===== src/design/bie_cfg.svh =====
// ============================================================
// Constants of the error log and identity register bank
// Assumes one 20 MHz clock and registers reached by index
`ifndef BIE_CFG_SVH
`define BIE_CFG_SVH
// Register indices
`define BIE_OFS_ERR_LOG     5'h00
`define BIE_OFS_DEV_TYPE    5'h01
`define BIE_OFS_DEV_ID      5'h02
`define BIE_OFS_LOGICAL_IDENTITY_REGISTER  5'h03
`define BIE_OFS_RCV_CTRL    5'h10
`define BIE_OFS_BUS_XCHG    5'h1D
// Error log fields
`define BIE_LOG_TYPE_LSB    12
`define BIE_LOG_BUS_LSB     9
`define BIE_LOG_MOD_LSB     3
`define BIE_LOG_PERM_BIT    2
`define BIE_LOG_TALLY_LSB   0
// Device type fields
`define BIE_TYP_BOARD_LSB   11
`define BIE_TYP_PROC_LSB    8
`define BIE_TYP_VER_LSB     4
`define BIE_TYP_F_BIT       3
`define BIE_TYP_DEV_LSB     0
// Device identity fields
`define BIE_ID_BUS_LSB      8
`define BIE_ID_MOD_LSB      0
// Processor bus load positions
`define BIE_ACD_PARITY_BIT  1
`define BIE_ACD_PROC_LSB    3
`define BIE_ACD_BOARD_LSB   6
`define BIE_ACD_MOD_LSB     8
// Control bits and reset values
`define BIE_CTRL_BUS_EN     0
`define BIE_CTRL_MOD_EN     1
`define BIE_CTRL_SHADOW     2
`define BIE_RCV_CTRL_RESET  3'h0
// Timing
`define BIE_CLK_PERIOD_NS   50
`define BIE_ERR_WINDOW_NS   3200
`define BIE_ERR_WINDOW_CYC  (`BIE_ERR_WINDOW_NS / `BIE_CLK_PERIOD_NS)
`endif


===== src/design/bie_pkg.sv =====
// ============================================================
// Types of the error log and identity register bank
// Assumes nothing beyond the constants header
package bie_pkg;
  // Report type codes
  typedef enum logic [3:0] {
    BIE_T_TOGGLE  = 4'h0, BIE_T_DETACH   = 4'h1, BIE_T_ATTACH  = 4'h2,
    BIE_T_XCHG    = 4'h3, BIE_T_TEST     = 4'h4, BIE_T_CECC    = 4'h5,
    BIE_T_UECC    = 4'h6, BIE_T_BMLOW    = 4'h7, BIE_T_BPAR    = 4'h8,
    BIE_T_MODULE  = 4'h9, BIE_T_NOERR    = 4'hA, BIE_T_BMHIGH  = 4'hB,
    BIE_T_ARB     = 4'hC, BIE_T_UNSAFE   = 4'hD, BIE_T_MERLPAR = 4'hE,
    BIE_T_BERLPAR = 4'hF
  } bie_err_type_t;
  // Recovery actions
  typedef enum {
    BIE_A_NONE, BIE_A_RETRY, BIE_A_RETRY_STAGE, BIE_A_ATTACH, BIE_A_DETACH,
    BIE_A_BUS_SW, BIE_A_MOD_SW, BIE_A_BUS_OR_MOD
  } bie_action_t;
endpackage


===== src/design/bie_regs.sv =====
// ============================================================
// Error log, classification, recovery and identity registers
// Assumes error reports arrive decoded on the local clock and
// that processor bus, init and bus identity pins are asynchronous
//
// Decided for this implementation: the strobed register port.
`timescale 1ns/1ns
`include "bie_cfg.svh"

module bie_regs
  import bie_pkg::*;
#(
  parameter int          WINDOW_CYCLES = `BIE_ERR_WINDOW_CYC,
  parameter logic [2:0]  DEVICE_TYPE   = 3'h5, // Arbitrary value
  parameter logic [1:0]  DEVICE_VER    = 2'h0  // Arbitrary value
) (
  // Clock and reset
  input  wire logic        I_REF_CLK,
  input  wire logic        I_RESETN,
  // Register port
  input  wire logic [4:0]  I_ADDR,
  input  wire logic [15:0] I_WDATA,
  input  wire logic        I_WR,
  input  wire logic        I_RD,
  output logic      [15:0] O_RDATA,
  // Initialization pins
  input  wire logic        I_INIT,
  input  wire logic [15:0] I_ACD,
  input  wire logic [2:0]  I_BUS_ID,
  // Error reports
  input  wire logic        I_ERR_VALID,
  input  wire logic [3:0]  I_ERR_TYPE,
  input  wire logic [2:0]  I_ERR_BUS,
  input  wire logic [5:0]  I_ERR_MOD,
  // Recovery actions
  output logic             O_RETRY,
  output logic             O_STAGE,
  output logic             O_ATTACH,
  output logic             O_DETACH,
  output logic             O_BUS_SWITCH,
  output logic             O_MODULE_SWITCH,
  // Identity and status
  output logic             O_INIT_INTERNAL,
  output logic             O_BUFFER_CHECK,
  output logic [5:0]       O_ARB_PRIORITY,
  output logic [5:0]       O_PARTICIPATE_ID,
  output logic [2:0]       O_BACKUP_BUS_ID
);

  localparam int CW = $clog2(WINDOW_CYCLES + 1);

  // Refuse a window that the counter cannot serve
  if (WINDOW_CYCLES < 1) begin : g_bad_window
    $error("WINDOW_CYCLES must be at least one");
  end

  // Recovery action for a type code and its permanence
  function automatic bie_action_t decode_action(input logic [3:0] t, input logic p);
    bie_err_type_t et;
    et = bie_err_type_t'(t);
    decode_action = BIE_A_NONE;
    if (p) begin
      case (et)
        BIE_T_BERLPAR, BIE_T_ARB, BIE_T_BPAR:                   decode_action = BIE_A_BUS_SW;
        BIE_T_MERLPAR, BIE_T_UNSAFE, BIE_T_MODULE, BIE_T_UECC: decode_action = BIE_A_MOD_SW;
        BIE_T_BMHIGH, BIE_T_BMLOW:                             decode_action = BIE_A_BUS_OR_MOD;
        default:                                               decode_action = BIE_A_NONE;
      endcase
    end else begin
      case (et)
        BIE_T_BERLPAR, BIE_T_MERLPAR, BIE_T_ARB, BIE_T_BMHIGH,
        BIE_T_MODULE, BIE_T_BPAR, BIE_T_BMLOW:                 decode_action = BIE_A_RETRY;
        BIE_T_UECC, BIE_T_CECC:                                decode_action = BIE_A_RETRY_STAGE;
        BIE_T_ATTACH:                                          decode_action = BIE_A_ATTACH;
        BIE_T_DETACH:                                          decode_action = BIE_A_DETACH;
        default:                                               decode_action = BIE_A_NONE;
      endcase
    end
  endfunction

  // ============================================================
  // Pin synchronisers
  logic [1:0]  init_sync;
  logic [15:0] acd_meta;
  logic [15:0] acd_s;
  logic [2:0]  bus_meta;
  logic [2:0]  bus_s;
  logic        init_s;

  // Two flip-flops on every asynchronous pin
  always_ff @(posedge I_REF_CLK) begin
    if (!I_RESETN) begin
      init_sync <= 2'h0;
      acd_meta  <= 16'h0000;
      acd_s     <= 16'h0000;
      bus_meta  <= 3'h0;
      bus_s     <= 3'h0;
    end else begin
      init_sync <= {init_sync[0], I_INIT};
      acd_meta  <= I_ACD;
      acd_s     <= acd_meta;
      bus_meta  <= I_BUS_ID;
      bus_s     <= bus_meta;
    end
  end
  assign init_s = init_sync[1];

  // ============================================================
  // Identity registers
  logic [2:0] proc_type;
  logic [1:0] board_type;
  logic [5:0] module_id;
  logic       id_parity;
  logic       id_loaded;
  logic       parity_hold;
  logic [5:0] logical_identity_register;
  logic [2:0] rcv_ctrl;
  logic       wr_logical;
  logic       wr_ctrl;
  logic       wr_xchg;

  assign wr_logical = I_WR && (I_ADDR == `BIE_OFS_LOGICAL_IDENTITY_REGISTER);
  assign wr_ctrl    = I_WR && (I_ADDR == `BIE_OFS_RCV_CTRL);
  assign wr_xchg    = I_WR && (I_ADDR == `BIE_OFS_BUS_XCHG);

  always_ff @(posedge I_REF_CLK) begin
    if (!I_RESETN) begin
      proc_type  <= 3'h0;
      board_type <= 2'h0;
      module_id  <= 6'h00;
      id_parity  <= 1'b0;
      id_loaded  <= 1'b0;
    end else if (init_s) begin
      proc_type  <= acd_s[`BIE_ACD_PROC_LSB +: 3];
      board_type <= acd_s[`BIE_ACD_BOARD_LSB +: 2];
      module_id  <= acd_s[`BIE_ACD_MOD_LSB +: 6];
      id_parity  <= acd_s[`BIE_ACD_PARITY_BIT];
      id_loaded  <= 1'b1;
    end
  end

  always_ff @(posedge I_REF_CLK) begin
    if (!I_RESETN) begin
      parity_hold <= 1'b0;
    end else if (id_loaded && !init_s && (^{module_id, id_parity})) begin
      parity_hold <= 1'b1;
    end
  end
  // Bad parity raises internal init at once, so there is no gap when init drops
  assign O_INIT_INTERNAL = init_s | parity_hold | (id_loaded & (^{module_id, id_parity}));

  // only the writable logical field takes writes
  always_ff @(posedge I_REF_CLK) begin
    if (!I_RESETN) begin
      logical_identity_register <= 6'h00;
    end else if (init_s) begin
      logical_identity_register <= {acd_s[`BIE_ACD_MOD_LSB], acd_s[`BIE_ACD_MOD_LSB+1],
                     acd_s[`BIE_ACD_MOD_LSB+2], acd_s[`BIE_ACD_MOD_LSB+3],
                     acd_s[`BIE_ACD_MOD_LSB+4], acd_s[`BIE_ACD_MOD_LSB+5]};
    end else if (wr_logical) begin
      logical_identity_register <= I_WDATA[5:0];
    end
  end

  // Recovery enables and shadow mode
  always_ff @(posedge I_REF_CLK) begin
    if (!I_RESETN) begin
      rcv_ctrl <= `BIE_RCV_CTRL_RESET;
    end else if (wr_ctrl) begin
      rcv_ctrl <= I_WDATA[2:0];
    end
  end

  assign O_ARB_PRIORITY   = logical_identity_register;
  assign O_PARTICIPATE_ID = rcv_ctrl[`BIE_CTRL_SHADOW] ? logical_identity_register : module_id;
  assign O_BACKUP_BUS_ID  = {bus_s[2], ~bus_s[1], bus_s[0]};

  // buffer check toggles only outside initialize
  always_ff @(posedge I_REF_CLK) begin
    if (!I_RESETN) begin
      O_BUFFER_CHECK <= 1'b0;
    end else if (!O_INIT_INTERNAL && board_type[0]) begin
      O_BUFFER_CHECK <= ~O_BUFFER_CHECK;
    end
  end

  // ============================================================
  // Error classification and log
  logic [3:0]    log_type;
  logic [2:0]    log_bus;
  logic [5:0]    log_mod;
  logic          log_perm;
  logic [1:0]    tally;
  logic [CW-1:0] win_cnt;
  logic          win_open;
  logic          report;
  logic          perm_now;
  logic          bus_sw_done;
  bie_action_t   act;

  assign report   = I_ERR_VALID && !init_s;
  assign win_open = (win_cnt != '0);
  assign perm_now = (I_ERR_TYPE == BIE_T_UNSAFE) ||
                    (win_open && (I_ERR_TYPE == log_type) && (I_ERR_MOD == log_mod));
  assign act      = decode_action(I_ERR_TYPE, perm_now);

  // init clears tally and permanence only
  always_ff @(posedge I_REF_CLK) begin
    if (!I_RESETN) begin
      log_type <= 4'h0;
      log_bus  <= 3'h0;
      log_mod  <= 6'h00;
      log_perm <= 1'b0;
      tally    <= 2'h0;
    end else if (init_s) begin
      log_perm <= 1'b0;
      tally    <= 2'h0;
    end else if (report) begin
      log_type <= I_ERR_TYPE;
      log_bus  <= I_ERR_BUS;
      log_mod  <= I_ERR_MOD;
      log_perm <= perm_now;
      tally    <= (tally == 2'h3) ? 2'h3 : tally + 2'h1;
    end else if (wr_xchg) begin
      tally    <= 2'h0;
    end
  end

  // window reopens after a bus switch
  always_ff @(posedge I_REF_CLK) begin
    if (!I_RESETN || init_s) begin
      win_cnt <= '0;
    end else if (report || bus_sw_done) begin
      win_cnt <= CW'(WINDOW_CYCLES);
    end else if (win_open) begin
      win_cnt <= win_cnt - CW'(1);
    end
  end

  always_ff @(posedge I_REF_CLK) begin
    if (!I_RESETN) begin
      O_RETRY         <= 1'b0;
      O_STAGE         <= 1'b0;
      O_ATTACH        <= 1'b0;
      O_DETACH        <= 1'b0;
      O_BUS_SWITCH    <= 1'b0;
      O_MODULE_SWITCH <= 1'b0;
    end else begin
      O_RETRY         <= report || O_BUS_SWITCH;
      O_STAGE         <= report && (act == BIE_A_RETRY_STAGE);
      O_ATTACH        <= report && (act == BIE_A_ATTACH);
      O_DETACH        <= report && (act == BIE_A_DETACH);
      O_BUS_SWITCH    <= report && rcv_ctrl[`BIE_CTRL_BUS_EN] &&
                         ((act == BIE_A_BUS_SW) || (act == BIE_A_BUS_OR_MOD));
      O_MODULE_SWITCH <= report && rcv_ctrl[`BIE_CTRL_MOD_EN] &&
                         ((act == BIE_A_MOD_SW) ||
                          ((act == BIE_A_BUS_OR_MOD) && !rcv_ctrl[`BIE_CTRL_BUS_EN]));
    end
  end
  assign bus_sw_done = O_BUS_SWITCH;

  // ============================================================
  // Register read port
  // fixed type fields
  always_ff @(posedge I_REF_CLK) begin
    if (!I_RESETN || !I_RD) begin
      O_RDATA <= 16'h0000;
    end else begin
      case (I_ADDR)
        `BIE_OFS_ERR_LOG:    O_RDATA <= {log_type, log_bus, log_mod, log_perm, tally};
        `BIE_OFS_DEV_TYPE:   O_RDATA <= {3'h0, board_type, proc_type, 2'h0,
                                         DEVICE_VER, 1'b1, DEVICE_TYPE};
        `BIE_OFS_DEV_ID:     O_RDATA <= {5'h00, bus_s, 2'h0, module_id};
        `BIE_OFS_LOGICAL_IDENTITY_REGISTER: O_RDATA <= {10'h000, logical_identity_register};
        `BIE_OFS_RCV_CTRL:   O_RDATA <= {13'h0000, rcv_ctrl};
        default:             O_RDATA <= 16'h0000;
      endcase
    end
  end
endmodule


===== config.mk =====
export PLATFORM = sky130hd
export DESIGN_NAME = bie_regs
export DESIGN_NICKNAME = d
export VERILOG_FILES = /design/src/design/bie_pkg.sv /design/src/design/bie_regs.sv
export VERILOG_INCLUDE_DIRS = /design/src /design/src/design
export SDC_FILE = /design/constraint.sdc
export NUM_CORES = 1
export LEC_CHECK = 0
export ABC_AREA = 1
export BUFFER_PORTS_ARGS = -buffer_cell sky130_fd_sc_hd__buf_4
export CAP_MARGIN = 40
export CORE_MARGIN = 3
export CORE_UTILIZATION = 57
export DETAILED_ROUTE_END_ITERATION = 16
export PLACE_DENSITY = 0.94
export SLEW_MARGIN = 20
export SYNTH_ARGS = -nofsm -noshare
export SYNTH_HDL_FRONTEND = slang
export SYNTH_SLANG_ARGS = --single-unit

===== constraint.sdc =====
create_clock -name I_REF_CLK -period 2.7 [get_ports I_REF_CLK]
set_input_delay 0.405 -clock I_REF_CLK [delete_from_list [all_inputs] [get_ports I_REF_CLK]]
set_output_delay 0.405 -clock I_REF_CLK [all_outputs]
set_load 0.05 [all_outputs]

==> qor.csv <==
metric,value,unit
worst slack on hold paths,0.197,ns
Psw,963,uW
nets,679,
Syn Nets,601,
max cap viols,0,
R2R Path Start,init_sync[1],
first-pass GRT wire length,16.2,mm
Int Pwr,2150,uW
Synth warnings,0,
post-layout min period,2.10,ns
Post-Syn Instances,535,
antenna violations before repair,0,
Leak Pwr,0.00249,uW
main combinational cell family by area after synthesis,simple AND/OR/NAND/NOR gates,
maximum VDD drop,0.479,mV
global route total overflow,0,
Comb power frac,17.3,%
fillcell total,532,
slowest CP cell,dfxtp_1,
Main synth FF type,dfxtp_1,
"most common cell after layout, fill and taps aside",nand2_1,
Slew Limit Fails,0,
max_slew headroom,52.5,%
Adder-Cell Fraction of Synth Area,2.12,%
drt total wl,9.88,mm
fraction of layout cells with a size suffix above 1,21.4,%
Area Growth Syn to Fin,20.9,%
CP Cell Sequence,inv_1 -> nand2_1 -> nand4_1 -> nand2_1 -> nand2_1 -> nand3_1 -> nand2_1 -> buf_4,
Ant. Diodes,0,
Vias/cell,5.31,
drc violations,0,
f_max,0.475,GHz
Sequential Power Share,52.5,%
Compound-Gate Fraction of Synth Area,12.6,%
CP Max Fanout,4,
Slew @ Worst Pin,0.712,ns
P per Cell Area,624,nW/um2
multiplexer share of the synthesized area,0,%
Synth Area in Simple Gates,24.0,%
routed wire length per instance,13.8,um
die height,91.1,um
post-CTS setup buffer count,0,
Hold Path Origin,I_ACD[11],
most frequent cells in the layout,"129 x nand2_1, 101 x dfxtp_1, 85 x buf_4",
Area contributors post-synth,"dfxtp_1 49%, nand2_1 12%, inv_1 7.6%",
ANT nets after route,0,
switching share of power,30.9,%
Synth area leader,dfxtp_1,
R2R cell count,4,
hold buffers post-CTS,0,
vias in the first global route,3537,
R2R setup slack,0.85,ns
"CTS clk-pin slew, worst paths",0.10,ns
"Clk Latency, worst-skew pair",0.38,ns
Crit Path Category,reg -> out,
fin crit share,78.0,%
Seq cells post-synth,101,
GR Util All Layers,24.1,%
CTS sink count,101,
CP most frequent cell,nand2_1,
RePlAce Congestion,0.905,
cts repair resizes,0,
port bufs,83,
Die Wd,91.1,um
Hold Crit Class,in -> reg,
initial drt markers,512,
Synth top area share,49.0,%
CORE AREA,6910,um2
CTS H-tree lvls,3,
CP max stage delay,0.33,ns
Post-synth EDFFs,0,
vias,3792,
ys async rst share,0,%
Worst Setup Start Kind,register,
Syn Area/Cell,7.72,um2
CTS root buf,clkbuf_8,
# IOs,98,
Fin. Hold Viols,0,
synthesized area,4130,um2
maximum clock path buffer count,2,
1st-pass router iterations,7,
area of the multi-input gates,1680,um2
total negative slack,0,ns
Seq. cell area,2020,um2
final setup fails,0,
RSZ-0062 raised after global routing,no,
sequential share of the synthesized area,49.0,%
Synth cell types,33,
Std-Cell Rows,30,
Clock Skew,0.0133,ns
Inserted Clock Buffers,9,
Min-Delay Endpoint,acd_meta[11],
status,completed,
Hold Crit Depth,3,
Critical R2R Capture,log_mod[3],
CTS tree,yes,
Worst Path Required,2.30,ns
critical path capture point type,primary output,
DP HPWL,7.44,mm
clock share of power,30.2,%
pin count of the biggest net entering global routing,62,
CP arrival,1.70,ns
die footprint,8300,um2
xor/xnor share of the synthesized area,1.91,%
initial core utilization,59.8,%
cell families (layout without fill, tap and decap cells):
family	after synthesis	count (layout)
compound gates	93	93
flops	101	101
buf+inv	106	189
simple gates	219	219
fa+ha+maj	7	7
xor+xnor	9	9
power by group through the flow:
stage	clock, uW	combinational [uW]	sequential, uW
final	939	538	1630
after global routing	1020	601	1640
after CTS	951	531	1630
after detailed placement	0	530	1670
after global placement	0	499	1660
after floorplan	0	353	1680
synthesized netlist by cell type (2+ instances only):
cell and number:
a21oi_1 26, o21ai_0 36, o2111ai_1 2, nor2_4 3
nand3_2 2, nand4_1 4, nand2_4 4, ha_1 7
o221ai_1 3, nor3_2 3, clkbuf_1 10, o22ai_1 8
xnor2_1 9, nor2_1 28, inv_2 3, nand3_1 26
dfxtp_1 101, o21ai_1 5, nor3_1 5, o211ai_1 2
a31oi_1 8, nor2_2 7, nand2_2 7, inv_1 84
buf_2 4, nand2_1 129, buf_4 2, buf_6 2
sequential cells by signal, indices dropped and copies added, names as in the netlist, 3 cells and up:
register,flops
acd_s,12
O_ARB_PRIORITY,6
bus_meta,3
O_RDATA,16
bus_s,3
module_id,6
log_type,4
win_cnt,7
acd_meta,12
log_mod,6
log_bus,3
rcv_ctrl,3
proc_type,3
stage by stage:
stage	instance area (um2)	util, %	setup slack [ns]	std cells	power, uW
finish	4990	72.2	0.595	714	3110
detailed placement	4790	69.4	0.716	698	2200
global placement	4790	69.4	0.840	698	2160
floorplan	4130	-	0.690	535	2030
global route	4990	72.2	0.451	714	3270
CTS	4990	72.2	0.585	714	3120
final cells by class:
cell class	count	share of cell area, %
clock buffer	9	2.48
clock inverter	7	1.48
inverter	88	6.65
multi-input combinational	328	33.7
sequential	101	40.5
tap	96	2.41
timing repair buffer	85	12.8
worst max-delay path by stage:
stage                       startpoint             endpoint
after global placement        I_RESETN           O_RDATA[9]
after global routing      module_id[0]      O_INIT_INTERNAL
final                     module_id[0]      O_INIT_INTERNAL
after floorplan            rcv_ctrl[2]  O_PARTICIPATE_ID[1]
after detailed placement   I_ERR_VALID           log_mod[3]
after CTS                 module_id[0]      O_INIT_INTERNAL
worst max-delay path, delay by kind of cell, from the launching register on:
family / cells / cell delay (ns)
flip-flops: 1 / 0.33
buffers and inverters: 2 / 0.35
AND/OR/NAND/NOR: 6 / 0.64
metal layers:
layer	part of all wire [%]	GRT usage, %	vias up
li1	-	-	1844
met1	40	29.1	1709
met2	48	40.6	204
met3	8.7	6.05	35
met4	3.4	10.7	0
met5	0	0	-
No activity file was read; power rests on OpenSTA's default activity.
